$ cat config.mk
export PLATFORM = sky130hd
export DESIGN_NAME = clkio_cfg_regs
export DESIGN_NICKNAME = d
export VERILOG_FILES = /design/src/clkio_cfg_pkg.sv /design/src/clkout_select.sv /design/src/clkio_cfg_regs.sv
export SDC_FILE = /design/constraint.sdc
export NUM_CORES = 1
export LEC_CHECK = 0
export BUFFER_PORTS_ARGS = -buffer_cell sky130_fd_sc_hd__buf_2
export CAP_MARGIN = 20
export CORE_MARGIN = 1.5
export CORE_UTILIZATION = 40
export CTS_BUF_LIST = sky130_fd_sc_hd__clkbuf_8 sky130_fd_sc_hd__clkbuf_16
export DETAILED_ROUTE_END_ITERATION = 10
export PLACE_DENSITY = 0.78
export SLEW_MARGIN = 20
export SYNTH_ARGS = -nofsm -noshare
export SYNTH_HDL_FRONTEND = slang
export SYNTH_HIERARCHICAL = 1
export SYNTH_SLANG_ARGS = --single-unit
$ cat constraint.sdc
create_clock -name hclk -period 2.1 [get_ports hclk]
set_clock_uncertainty 0.05 [all_clocks]
set_input_delay 0.21 -clock hclk [delete_from_list [all_inputs] [get_ports hclk]]
set_output_delay 0.21 -clock hclk [all_outputs]
set_load 0.01 [all_outputs]
$ cat src/clkio_cfg_pkg.sv
package clkio_cfg_pkg;

  // Register word and bus geometry
  localparam int          REG_W        = 16;
  localparam int          IDX_W        = 10;
  localparam int          IDX_LSB      = 2;

  // Register indexes; byte address is four times the index
  localparam logic [9:0]  IDX_SLOW_RATE = 10'h16f;
  localparam logic [9:0]  IDX_IO_CLK    = 10'h170;
  localparam logic [9:0]  IDX_UNLOCK    = 10'h0c6;

  // Field positions
  localparam int          RATE_OFF_BIT = 7;
  localparam int          CLK_SEL_LSB  = 8;
  localparam int          CLK_SEL_MSB  = 12;
  localparam int          CLK_OFF_BIT  = 6;
  localparam int          IMP_LSB      = 1;
  localparam int          IMP_MSB      = 4;

  // Writable masks and reset values
  localparam logic [15:0] SLOW_RATE_WMASK = 16'h00ff;
  localparam logic [15:0] SLOW_RATE_RST   = 16'h0115;
  localparam logic [15:0] IO_CLK_WMASK    = 16'h007f;
  localparam logic [15:0] IO_CLK_RST      = 16'h0c50;
  localparam logic [15:0] UNLOCK_RST      = 16'h0000;
  localparam logic [15:0] UNLOCK_KEY      = 16'h0010;

  // Clock output source codes
  localparam logic [4:0]  SEL_RX_A    = 5'h00;
  localparam logic [4:0]  SEL_RX_D    = 5'h03;
  localparam logic [4:0]  SEL_RXDIV_A = 5'h04;
  localparam logic [4:0]  SEL_RXDIV_D = 5'h07;
  localparam logic [4:0]  SEL_TX_A    = 5'h08;
  localparam logic [4:0]  SEL_TX_D    = 5'h0b;
  localparam logic [4:0]  SEL_REF     = 5'h0c;

  // Receive clock divider
  localparam logic [2:0]  DIV_LAST = 3'h4;
  localparam logic [2:0]  DIV_HIGH = 3'h2;

  // AHB-Lite encodings
  localparam logic [1:0]  HRESP_OKAY = 2'h0;
  localparam logic        HRESP_OK1  = 1'b0;

  typedef struct packed {
    logic       off;
    logic [4:0] sel;
  } clkout_cfg_t;

  typedef enum logic [1:0] {
    CAP_SYNC1,
    CAP_SYNC2,
    CAP_LOAD,
    CAP_DONE
  } cap_state_t;

endpackage

$ cat src/clkout_select.sv
`timescale 1ns/1ps
`default_nettype none

module clkout_select
  import clkio_cfg_pkg::*;
(
  // Clock and reset
  input  wire logic        hclk,
  input  wire logic        hresetn,
  // Clock sources
  input  wire logic [3:0]  rx_clk_src,
  input  wire logic [3:0]  tx_clk_src,
  input  wire logic        ref_clk_src,
  // Selection
  input  wire clkout_cfg_t cfg,
  // Pin
  output logic             clk_out_o,
  output logic             clk_out_oe
);

  logic [8:0] src_s1_r;
  logic [8:0] src_s2_r;
  logic [3:0] rx_prev_r;
  logic [2:0] div_r;
  logic [2:0] div_nxt;
  logic       clk_r;
  logic       clk_nxt;
  logic       oe_r;
  logic       oe_nxt;
  logic [1:0] ch;
  logic       rise;

  ////////////////////////////////////////////////////////////////////////
  always_comb begin
    ch      = cfg.sel[1:0];
    rise    = src_s2_r[ch] & ~rx_prev_r[ch];
    div_nxt = div_r;
    if (rise) begin
      div_nxt = (div_r == DIV_LAST) ? 3'h0 : div_r + 3'h1;
    end
    oe_nxt  = ~cfg.off;
    clk_nxt = 1'b0;
    if (cfg.sel <= SEL_RX_D) begin
      clk_nxt = src_s2_r[ch];
    end else if (cfg.sel <= SEL_RXDIV_D) begin
      clk_nxt = (div_r < DIV_HIGH);
    end else if (cfg.sel <= SEL_TX_D) begin
      clk_nxt = src_s2_r[4 + ch];
    end else if (cfg.sel == SEL_REF) begin
      clk_nxt = src_s2_r[8];
    end
    if (cfg.off) begin
      clk_nxt = 1'b0;
    end
  end

  always_ff @(posedge hclk or negedge hresetn) begin
    if (!hresetn) begin
      src_s1_r  <= 9'h000;
      src_s2_r  <= 9'h000;
      rx_prev_r <= 4'h0;
      div_r     <= 3'h0;
      clk_r     <= 1'b0;
      oe_r      <= 1'b0;
    end else begin
      src_s1_r  <= {ref_clk_src, tx_clk_src, rx_clk_src};
      src_s2_r  <= src_s1_r;
      rx_prev_r <= src_s2_r[3:0];
      div_r     <= div_nxt;
      clk_r     <= clk_nxt;
      oe_r      <= oe_nxt;
    end
  end

  assign clk_out_o  = clk_r;
  assign clk_out_oe = oe_r;

endmodule

`default_nettype wire

$ cat src/clkio_cfg_regs.sv
// Notes on behaviour
// - Rate-adapt-off bit 0 enables adaptation, resets 0
// - Select codes 0-3 pick receive clocks A-D
// - Codes 4-7 pick receive clocks divided by five
// - Codes 8-B pick transmit clocks A-D
// - Code C, reset value, picks crystal reference
// - Clock-off bit gates pin drive; strap sets reset
// - Impedance field: 16 steps, 1111 lowest
// - Impedance reset comes from trim, not constant
//
// Our own choice: the AHB-Lite slave port.
`timescale 1ns/1ps
`default_nettype none

module clkio_cfg_regs
  import clkio_cfg_pkg::*;
(
  // Clock and reset
  input  wire logic        hclk,
  input  wire logic        hresetn,
  // AHB-Lite slave
  input  wire logic        hsel,
  input  wire logic [31:0] haddr,
  input  wire logic [1:0]  htrans,
  input  wire logic        hwrite,
  input  wire logic [2:0]  hsize,
  input  wire logic [31:0] hwdata,
  input  wire logic        hready,
  output logic             hreadyout,
  output logic             hresp,
  output logic [31:0]      hrdata,
  // Straps and trim
  input  wire logic        clk_out_off_strap,
  input  wire logic [3:0]  impedance_trim,
  // Clock sources
  input  wire logic [3:0]  rx_clk_src,
  input  wire logic [3:0]  tx_clk_src,
  input  wire logic        ref_clk_src,
  // Controls out
  output logic             rate_adapt_en,
  output logic [3:0]       mac_io_drive_impedance,
  output logic             clk_out_o,
  output logic             clk_out_oe
);

  logic [15:0]  slow_r;
  logic [15:0]  slow_nxt;
  logic [15:0]  io_r;
  logic [15:0]  io_nxt;
  logic [15:0]  unlock_r;
  logic [15:0]  unlock_nxt;
  logic         dp_wr_r;
  logic         dp_wr_nxt;
  logic [9:0]   dp_idx_r;
  logic [9:0]   dp_idx_nxt;
  logic [31:0]  rdata_r;
  logic [31:0]  rdata_nxt;
  logic         off_s1_r;
  logic         off_s2_r;
  logic [3:0]   trim_s1_r;
  logic [3:0]   trim_s2_r;
  cap_state_t   cap_r;
  cap_state_t   cap_nxt;
  logic         req;
  logic [4:0]   sel_wr;
  clkout_cfg_t  clk_cfg;

  ////////////////////////////////////////////////////////////////////////
  function automatic logic [15:0] read_word(input logic [9:0]  idx,
                                            input logic [15:0] slow,
                                            input logic [15:0] io,
                                            input logic [15:0] unlock);
    logic [15:0] v;
    v = 16'h0000;
    unique case (idx)
      IDX_SLOW_RATE: v = slow & SLOW_RATE_WMASK;
      IDX_IO_CLK:    v = io & (IO_CLK_WMASK | 16'h1f00);
      IDX_UNLOCK:    v = unlock;
      default:       v = 16'h0000;
    endcase
    return v;
  endfunction

  ////////////////////////////////////////////////////////////////////////
  // Strap and trim capture after reset release
  always_comb begin
    cap_nxt = cap_r;
    unique case (cap_r)
      CAP_SYNC1: cap_nxt = CAP_SYNC2;
      CAP_SYNC2: cap_nxt = CAP_LOAD;
      CAP_LOAD:  cap_nxt = CAP_DONE;
      CAP_DONE:  cap_nxt = CAP_DONE;
    endcase
  end

  always_ff @(posedge hclk or negedge hresetn) begin
    if (!hresetn) begin
      cap_r     <= CAP_SYNC1;
      off_s1_r  <= 1'b1;
      off_s2_r  <= 1'b1;
      trim_s1_r <= 4'h8;
      trim_s2_r <= 4'h8;
    end else begin
      cap_r     <= cap_nxt;
      off_s1_r  <= clk_out_off_strap;
      off_s2_r  <= off_s1_r;
      trim_s1_r <= impedance_trim;
      trim_s2_r <= trim_s1_r;
    end
  end

  ////////////////////////////////////////////////////////////////////////
  // Bus phases and register updates
  always_comb begin
    req        = hsel & hready & htrans[1];
    dp_wr_nxt  = req & hwrite;
    dp_idx_nxt = req ? haddr[IDX_LSB +: IDX_W] : dp_idx_r;
    slow_nxt   = slow_r;
    io_nxt     = io_r;
    unlock_nxt = unlock_r;
    sel_wr     = hwdata[CLK_SEL_MSB:CLK_SEL_LSB];
    if (cap_r == CAP_LOAD) begin
      io_nxt[CLK_OFF_BIT]     = off_s2_r;
      io_nxt[IMP_MSB:IMP_LSB] = trim_s2_r;
    end
    if (dp_wr_r) begin
      unique case (dp_idx_r)
        IDX_SLOW_RATE: slow_nxt = hwdata[15:0] & SLOW_RATE_WMASK;
        IDX_IO_CLK: begin
          io_nxt = (io_r & ~IO_CLK_WMASK) | (hwdata[15:0] & IO_CLK_WMASK);
          if (unlock_r == UNLOCK_KEY && sel_wr <= SEL_REF) begin
            io_nxt[CLK_SEL_MSB:CLK_SEL_LSB] = sel_wr;
          end
        end
        IDX_UNLOCK:    unlock_nxt = hwdata[15:0];
        default:       slow_nxt = slow_r;
      endcase
    end
    rdata_nxt = rdata_r;
    if (req && !hwrite) begin
      rdata_nxt = {16'h0000, read_word(haddr[IDX_LSB +: IDX_W], slow_nxt, io_nxt,
                                       unlock_nxt)};
    end
  end

  always_ff @(posedge hclk or negedge hresetn) begin
    if (!hresetn) begin
      slow_r   <= SLOW_RATE_RST;
      io_r     <= IO_CLK_RST;
      unlock_r <= UNLOCK_RST;
      dp_wr_r  <= 1'b0;
      dp_idx_r <= 10'h000;
      rdata_r  <= 32'h0000_0000;
    end else begin
      slow_r   <= slow_nxt;
      io_r     <= io_nxt;
      unlock_r <= unlock_nxt;
      dp_wr_r  <= dp_wr_nxt;
      dp_idx_r <= dp_idx_nxt;
      rdata_r  <= rdata_nxt;
    end
  end

  ////////////////////////////////////////////////////////////////////////
  assign hreadyout              = 1'b1;
  assign hresp                  = HRESP_OK1;
  assign hrdata                 = rdata_r;
  assign rate_adapt_en          = ~slow_r[RATE_OFF_BIT];
  assign mac_io_drive_impedance = io_r[IMP_MSB:IMP_LSB];
  assign clk_cfg                = {io_r[CLK_OFF_BIT], io_r[CLK_SEL_MSB:CLK_SEL_LSB]};

  clkout_select u_clkout (
    .hclk        (hclk),
    .hresetn     (hresetn),
    .rx_clk_src  (rx_clk_src),
    .tx_clk_src  (tx_clk_src),
    .ref_clk_src (ref_clk_src),
    .cfg         (clk_cfg),
    .clk_out_o   (clk_out_o),
    .clk_out_oe  (clk_out_oe)
  );

endmodule

`default_nettype wire

# Word-level counts from Yosys, hierarchy flattened
# Cells that the tools add are included.
dict set report word_totals {
  memories 0
  latchBits 0
  out_inout_bits 41
  mem_bits_ro 0
  ramBits 0
  regBits 106
  wordCells 77
}
dict set report classes {
  n_reduce_logical 6
  mul 0
  magnitude_cmp 8
  add_sub_neg 2
  n_div 0
  n_shift 0
  bitwise_logic 8
  n_eq_ne 12
  muxes 23
}
# cell n
set ops {}
lappend ops {{16-bit one-hot mux with 3 select lines} 1}
lappend ops {{10-bit by 9-bit == test with 1-bit output, second input constant} 4}
lappend ops {{32-bit by 5-bit less-than comparator with 1-bit output, second input constant} 1}
lappend ops {{16-bit 2-to-1 mux} 2}
lappend ops {{13-bit 2-to-1 mux} 2}
lappend ops {{10-bit by 8-bit == test with 1-bit output, second input constant} 2}
lappend ops {{16-bit by 5-bit == test with 1-bit output, second input constant} 1}
lappend ops {{8-bit 2-to-1 mux} 2}
lappend ops {{16-bit by 7-bit bitwise OR with 16-bit output} 1}
lappend ops {{5-bit by 4-bit less-or-equal comparator with 1-bit output, second input constant} 2}
lappend ops {{1-bit 2-to-1 mux} 9}
lappend ops {{2-bit one-hot mux with 3 select lines} 1}
lappend ops {{5-bit by 4-bit == test with 1-bit output, second input constant} 1}
lappend ops {{5-bit by 2-bit less-or-equal comparator with 1-bit output, second input constant} 1}
lappend ops {{5-bit by 3-bit less-or-equal comparator with 1-bit output, second input constant} 1}
lappend ops {{2-bit by 5-bit less-than comparator with 1-bit output, second input constant} 1}
lappend ops {{5-bit 2-to-1 mux} 1}
lappend ops {{3-bit by 2-bit adder with 4-bit output, first input constant} 1}
lappend ops {{1-bit AND} 4}
lappend ops {{1-bit binary-select mux with 2-bit select} 2}
lappend ops {{1-bit binary-select mux with 4-bit select} 1}
lappend ops {{2-bit == test, second input constant} 2}
lappend ops {{4-bit 2-to-1 mux} 1}
lappend ops {{3-bit by 1-bit adder with 3-bit output, second input constant} 1}
lappend ops {{11 further kinds} 14}

# Depth between registers and ports, before layout
dict set report logic_depth {
  depth_word 7
  depth_mapped 6
  mapped_depth_nobuf 5
}

# By module
# The synthesis kept the hierarchy.
# module seq_area_each_um2 n_inst area_per_inst_um2 cells_per_inst
set modules_own_cells {}
lappend modules_own_cells {clkio_cfg_regs 1890.6 1 3321.9 252}
lappend modules_own_cells {clkout_select 675.6 1 967.2 59}

# Least setup slack after synthesis
# OpenSTA, ideal clock, no wires.
dict set report synth_path {
  path_type {reg-to-reg}
  start {register dp_idx_r[1]}
  end {register rdata_r[10], in the netlist hrdata[10]}
  required_time_ps 1924
  stages_incl_launch_ff 6
  slack_ps 60
  setup_ps 126
  arrival_time_ps 1864
  synth_period_minus_slack_ps 2040
  cell_sequence {dfrtp_1 -> nor4bb_1 -> nand4_2 -> nor3_4 -> mux2_2 -> a221o_1}
}
dict set report synth_between {
  elab_chain_cells 4
}
# element line
set synth_rtl {}
lappend synth_rtl {{from (decl)} clkio_cfg_regs.sv:54} ;# logic [9:0] dp_idx_r;
lappend synth_rtl {{from (signal assigned)} clkio_cfg_regs.sv:159} ;# dp_idx_r <= dp_idx_nxt;
lappend synth_rtl {{10-bit by 9-bit == test with 1-bit output} clkio_cfg_regs.sv:127} ;# unique case (dp_idx_r)
lappend synth_rtl {{13-bit 2-to-1 mux} clkio_cfg_regs.sv:127}
lappend synth_rtl {{13-bit 2-to-1 mux} clkio_cfg_regs.sv:126} ;# if (dp_wr_r) begin
lappend synth_rtl {{via io_nxt[10]} clkio_cfg_regs.sv:49} ;# logic [15:0] io_nxt;
lappend synth_rtl {{16-bit one-hot mux with 3 select lines} clkio_cfg_regs.sv:75} ;# unique case (idx)
lappend synth_rtl {{to (signal assigned)} clkio_cfg_regs.sv:160} ;# rdata_r <= rdata_nxt;
lappend synth_rtl {{to (decl)} clkio_cfg_regs.sv:56} ;# logic [31:0] rdata_r;
# The timed path passes the listed nets, and every way through them passes these cells.
# A chain may end at the register's enable or synchronous reset.

# Worst setup path after layout
dict set report layout_path {
  start {register dp_idx_r[1]}
  end {register rdata_r[9], in the netlist hrdata[9]}
}
# Same word-level chain as after synthesis.

==> metrics.md <==
| Metric | Value |
|---|---|
| Run status | `finished with violations` |
| Failing checks | `negative setup slack` |
| Fin crit share | `100%` |
| H-tree Lvls | `3` |
| WP data arrival | `2.30 ns` |
| Total congestion overflow | `0` |
| Number of synthesized flops with an enable pin | `0` |
| Starting density of the core | `between 40% and 50%` |
| Vias per cell | `approximately 5.0` |
| Post-Syn Area per Cell | `13.8 sq um` |
| Synth async-reset ratio | `between 90% and 100%` |
| Critical Path Source Type | `register` |
| Antenna violations before repair | `0` |
| Count of final setup violators | `1` |
| CTS root buffer | `clkbuf_8` |
| Clock transition at path regs | `approximately 0.090 ns` |
| Row count | `37` |
| # diodes | `0` |
| Slew margin rel. | `between 60% and 70%` |
| Yosys reg bits | `around 100` |
| HP Class | `in -> reg` |
| Post-synthesis sequential area ratio | `59.8%` |
| ANT nets after route | `0` |
| CP Class | `reg -> reg` |
| YS warnings | `6` |
| Post-synth top area cell | `dfrtp_1` |
| Nets | `about 500` |
| Placer Congestion | `about 0.82` |
| Core area | `0.0104 sq mm` |
| Vias in the first global route | `between 2000 and 3000` |
| Final Max Slew Viols | `0` |
| Layout Cells excl Fill | `around 550` |
| Longest Clk Path Bufs | `2` |
| Detailed placement HPWL | `6130 um` |
| Post-Place Cells | `512` |
| Leak Pwr | `between 0.002 and 0.003 uW` |
| DIE HEIGHT | `about 110 um` |
| Fin Hold WS | `0.0406 ns` |
| CTS tree | `built` |
| Max-Cap Viols | `0` |
| Detailed-route via count | `2725` |
| Most common cell after layout, fill and taps aside | `dfrtp_1` |
| Worst vdd ir | `~0.0006 V` |
| Post-Syn Area | `0.00429 sq mm` |
| Fin. Hold Viols | `0` |
| Drt pass-1 iters | `4` |
| Worst Path Required | `2.30 ns` |
| DRC viols | `0` |
| Synth unique cells | `between 50 and 60` |
| Share of cells above drive strength 1 | `roughly two fifths` |
| Drt wl/cell | `~16 um` |
| First-pass GRT wire length | `around 14000 um` |
| CP max stage delay | `0.40 ns` |
| Pwr/cell area | `slightly below 800 mW/mm^2` |
| IO Pins | `around 130` |
| Critical path's slowest cell | `dfrtp_1` |
| Clk_lat worst skew | `~0.36 ns` |
| Port bufs | `68` |
| Total global-route track usage | `between 10% and 20%` |
| Cell Chain, Critical Path | `nor4bb_2, buf_4, nand4_4, nor3_4, buf_6, mux2_4, a221o_1` |
| Die X | `between 100 and 150 um` |
| Top cell type's share of synthesized area | `a little over half` |
| Synth-to-Final Area Change | `22.5%` |
| Top_reg_cell synth | `dfrtp_1` |
| Fmax achieved | `around 480 MHz` |
| Setup ws final | `-0.00265 ns` |
| Largest fanout on the critical path | `3` |
| R2R setup slack | `-0.003 ns` |
| Most frequent cells in the layout | `dfrtp_1 (91), buf_2 (67), mux2_2 (35)` |
| Synth area leaders | `dfrtp_1 (53%), mux2_2 (10%), dfstp_2 (6.7%)` |
| Element type at the critical path end | `register` |
| CTS Buf Count | `9` |
| Fin crit period | `around 2.1 ns` |
| Mapped Cells | `311` |
| Clock sinks | `slightly above 100` |
| Drt initial violations | `~170` |
| Unrepaired setup endpoints after global routing | `true` |
| Total Wirelength | `~8600 um` |
| Largest net degree at the start of global routing | `46` |
| Die area | `0.0114 sq mm` |
| Worst-margin pin slew | `roughly 0.53 ns` |
[area by class of cell]
| class | count | area (sq um) |
|---|---|---|
| repair buffers | 101 | 654 |
| well taps | 136 | 170 |
| inverters | 7 | 26.3 |
| multi-input cells | 187 | 1590 |
| clock inverters | 7 | 120 |
| flip-flops and latches | 102 | 2570 |
| clock buffers | 9 | 124 |
| fillers | 898 | 5120 |
[report_power, final]
group,internal (uW),switching (uW)
clock,795,661
combinational,257,221
sequential,2110,99.4
[worst max-delay path, delay by kind of cell, from the launching register on]
family / cells / cell delay [ns]
AO/OA/AOI/OAI: 1 / 0.29
buffers and inverters: 2 / 0.31
flip-flops: 1 / 0.40
multiplexers: 1 / 0.30
AND/OR/NAND/NOR: 3 / 0.64
[routing by layer]
layer	up-vias	GRT usage [%]	wire length, um
met5	-	0	0
met4	0	8.19	262
met3	19	2.51	395
met2	88	27.0	4240
met1	1351	20.8	3660
li1	1267	-	-
[flip-flops by register name, summed over array words and instances, names as in the netlist]
name and cells:
cap_r 2, dp_idx_r 10, dp_wr_r 1, hrdata 16
io_r 12, off_s1_r 1, off_s2_r 1, slow_r 8
trim_s1_r 4, trim_s2_r 4, u_clkout/clk_out_o 1, u_clkout/clk_out_oe 1
u_clkout/div_r 3, u_clkout/rx_prev_r 4, u_clkout/src_s1_r 9, u_clkout/src_s2_r 9
unlock_r 16
[worst paths after layout]
kind / start / to / cells after the start
max: dp_idx_r[1]$_DFFE_PN0P_ / hrdata[9]$_DFFE_PN0P_ / 7
min: haddr[11] / dp_idx_r[9]$_DFFE_PN0P_ / 2
max reg2reg: dp_idx_r[1]$_DFFE_PN0P_ / hrdata[9]$_DFFE_PN0P_ / 7
min reg2reg: u_clkout/src_s1_r[7]$_DFF_PN0_ / u_clkout/src_s2_r[7]$_DFF_PN0_ / 0
max in group asynchronous: hresetn / slow_r[0]$_DFF_PN1_ / 3
min in group asynchronous: hresetn / dp_idx_r[2]$_DFFE_PN0P_ / 2
[Yosys cell counts, types with 2 or more instances]
library cell and number:
dfrtp_1 91, nor2b_1 12, a211o_1 6, a221o_1 4, mux2_2 39, nand4_4 2, ha_1 2, nand2b_1 10
nor3_1 4, clkbuf_1 4, a2bb2oi_1 2, buf_1 2, conb_1 2, nor4_1 2, mux2_4 2, nor3b_1 4
nand3_1 7, mux4_2 2, nor2_1 12, a32o_1 6, dfstp_2 11, mux2i_1 8, and2_1 2, buf_4 22
inv_1 7, and3b_1 2, nand2_1 10, buf_6 2, a21oi_1 6
[cells by family after synthesis]
logic type,after synthesis,share of synthesized area [%]
AOI/OAI and AO/OA,31,6.07
buffers and inverters,38,5.63
and+or+nand+nor,85,13.9
adders and majority gates,2,0.583
muxes,51,13.9
other,2,0.175
DFF,102,59.8
[metrics by stage]
step	total power [uW]	util [%]	setup slack [ns]	instance area (sq um)	setup TNS (ns)
after floorplan	2520	-	0.0601	4350	0
after global placement	2650	45.8	-0.0815	4750	-0.319
after detailed placement	2680	45.8	-0.152	4750	-0.560
after CTS	4160	50.2	-0.0970	5200	-0.320
after global routing	4320	50.7	-0.123	5250	-0.419
final	4140	50.7	-0.00265	5250	-0.00265
[repair_timing]
item,4_1_cts,5_1_grt
hold buffers,16,0
setup buffers,3,2
hold endpoints to repair,47,0
pin swaps,5,5
resized for setup,6,6
setup endpoints to repair,4,9
No activity file was read; power rests on OpenSTA's default activity.
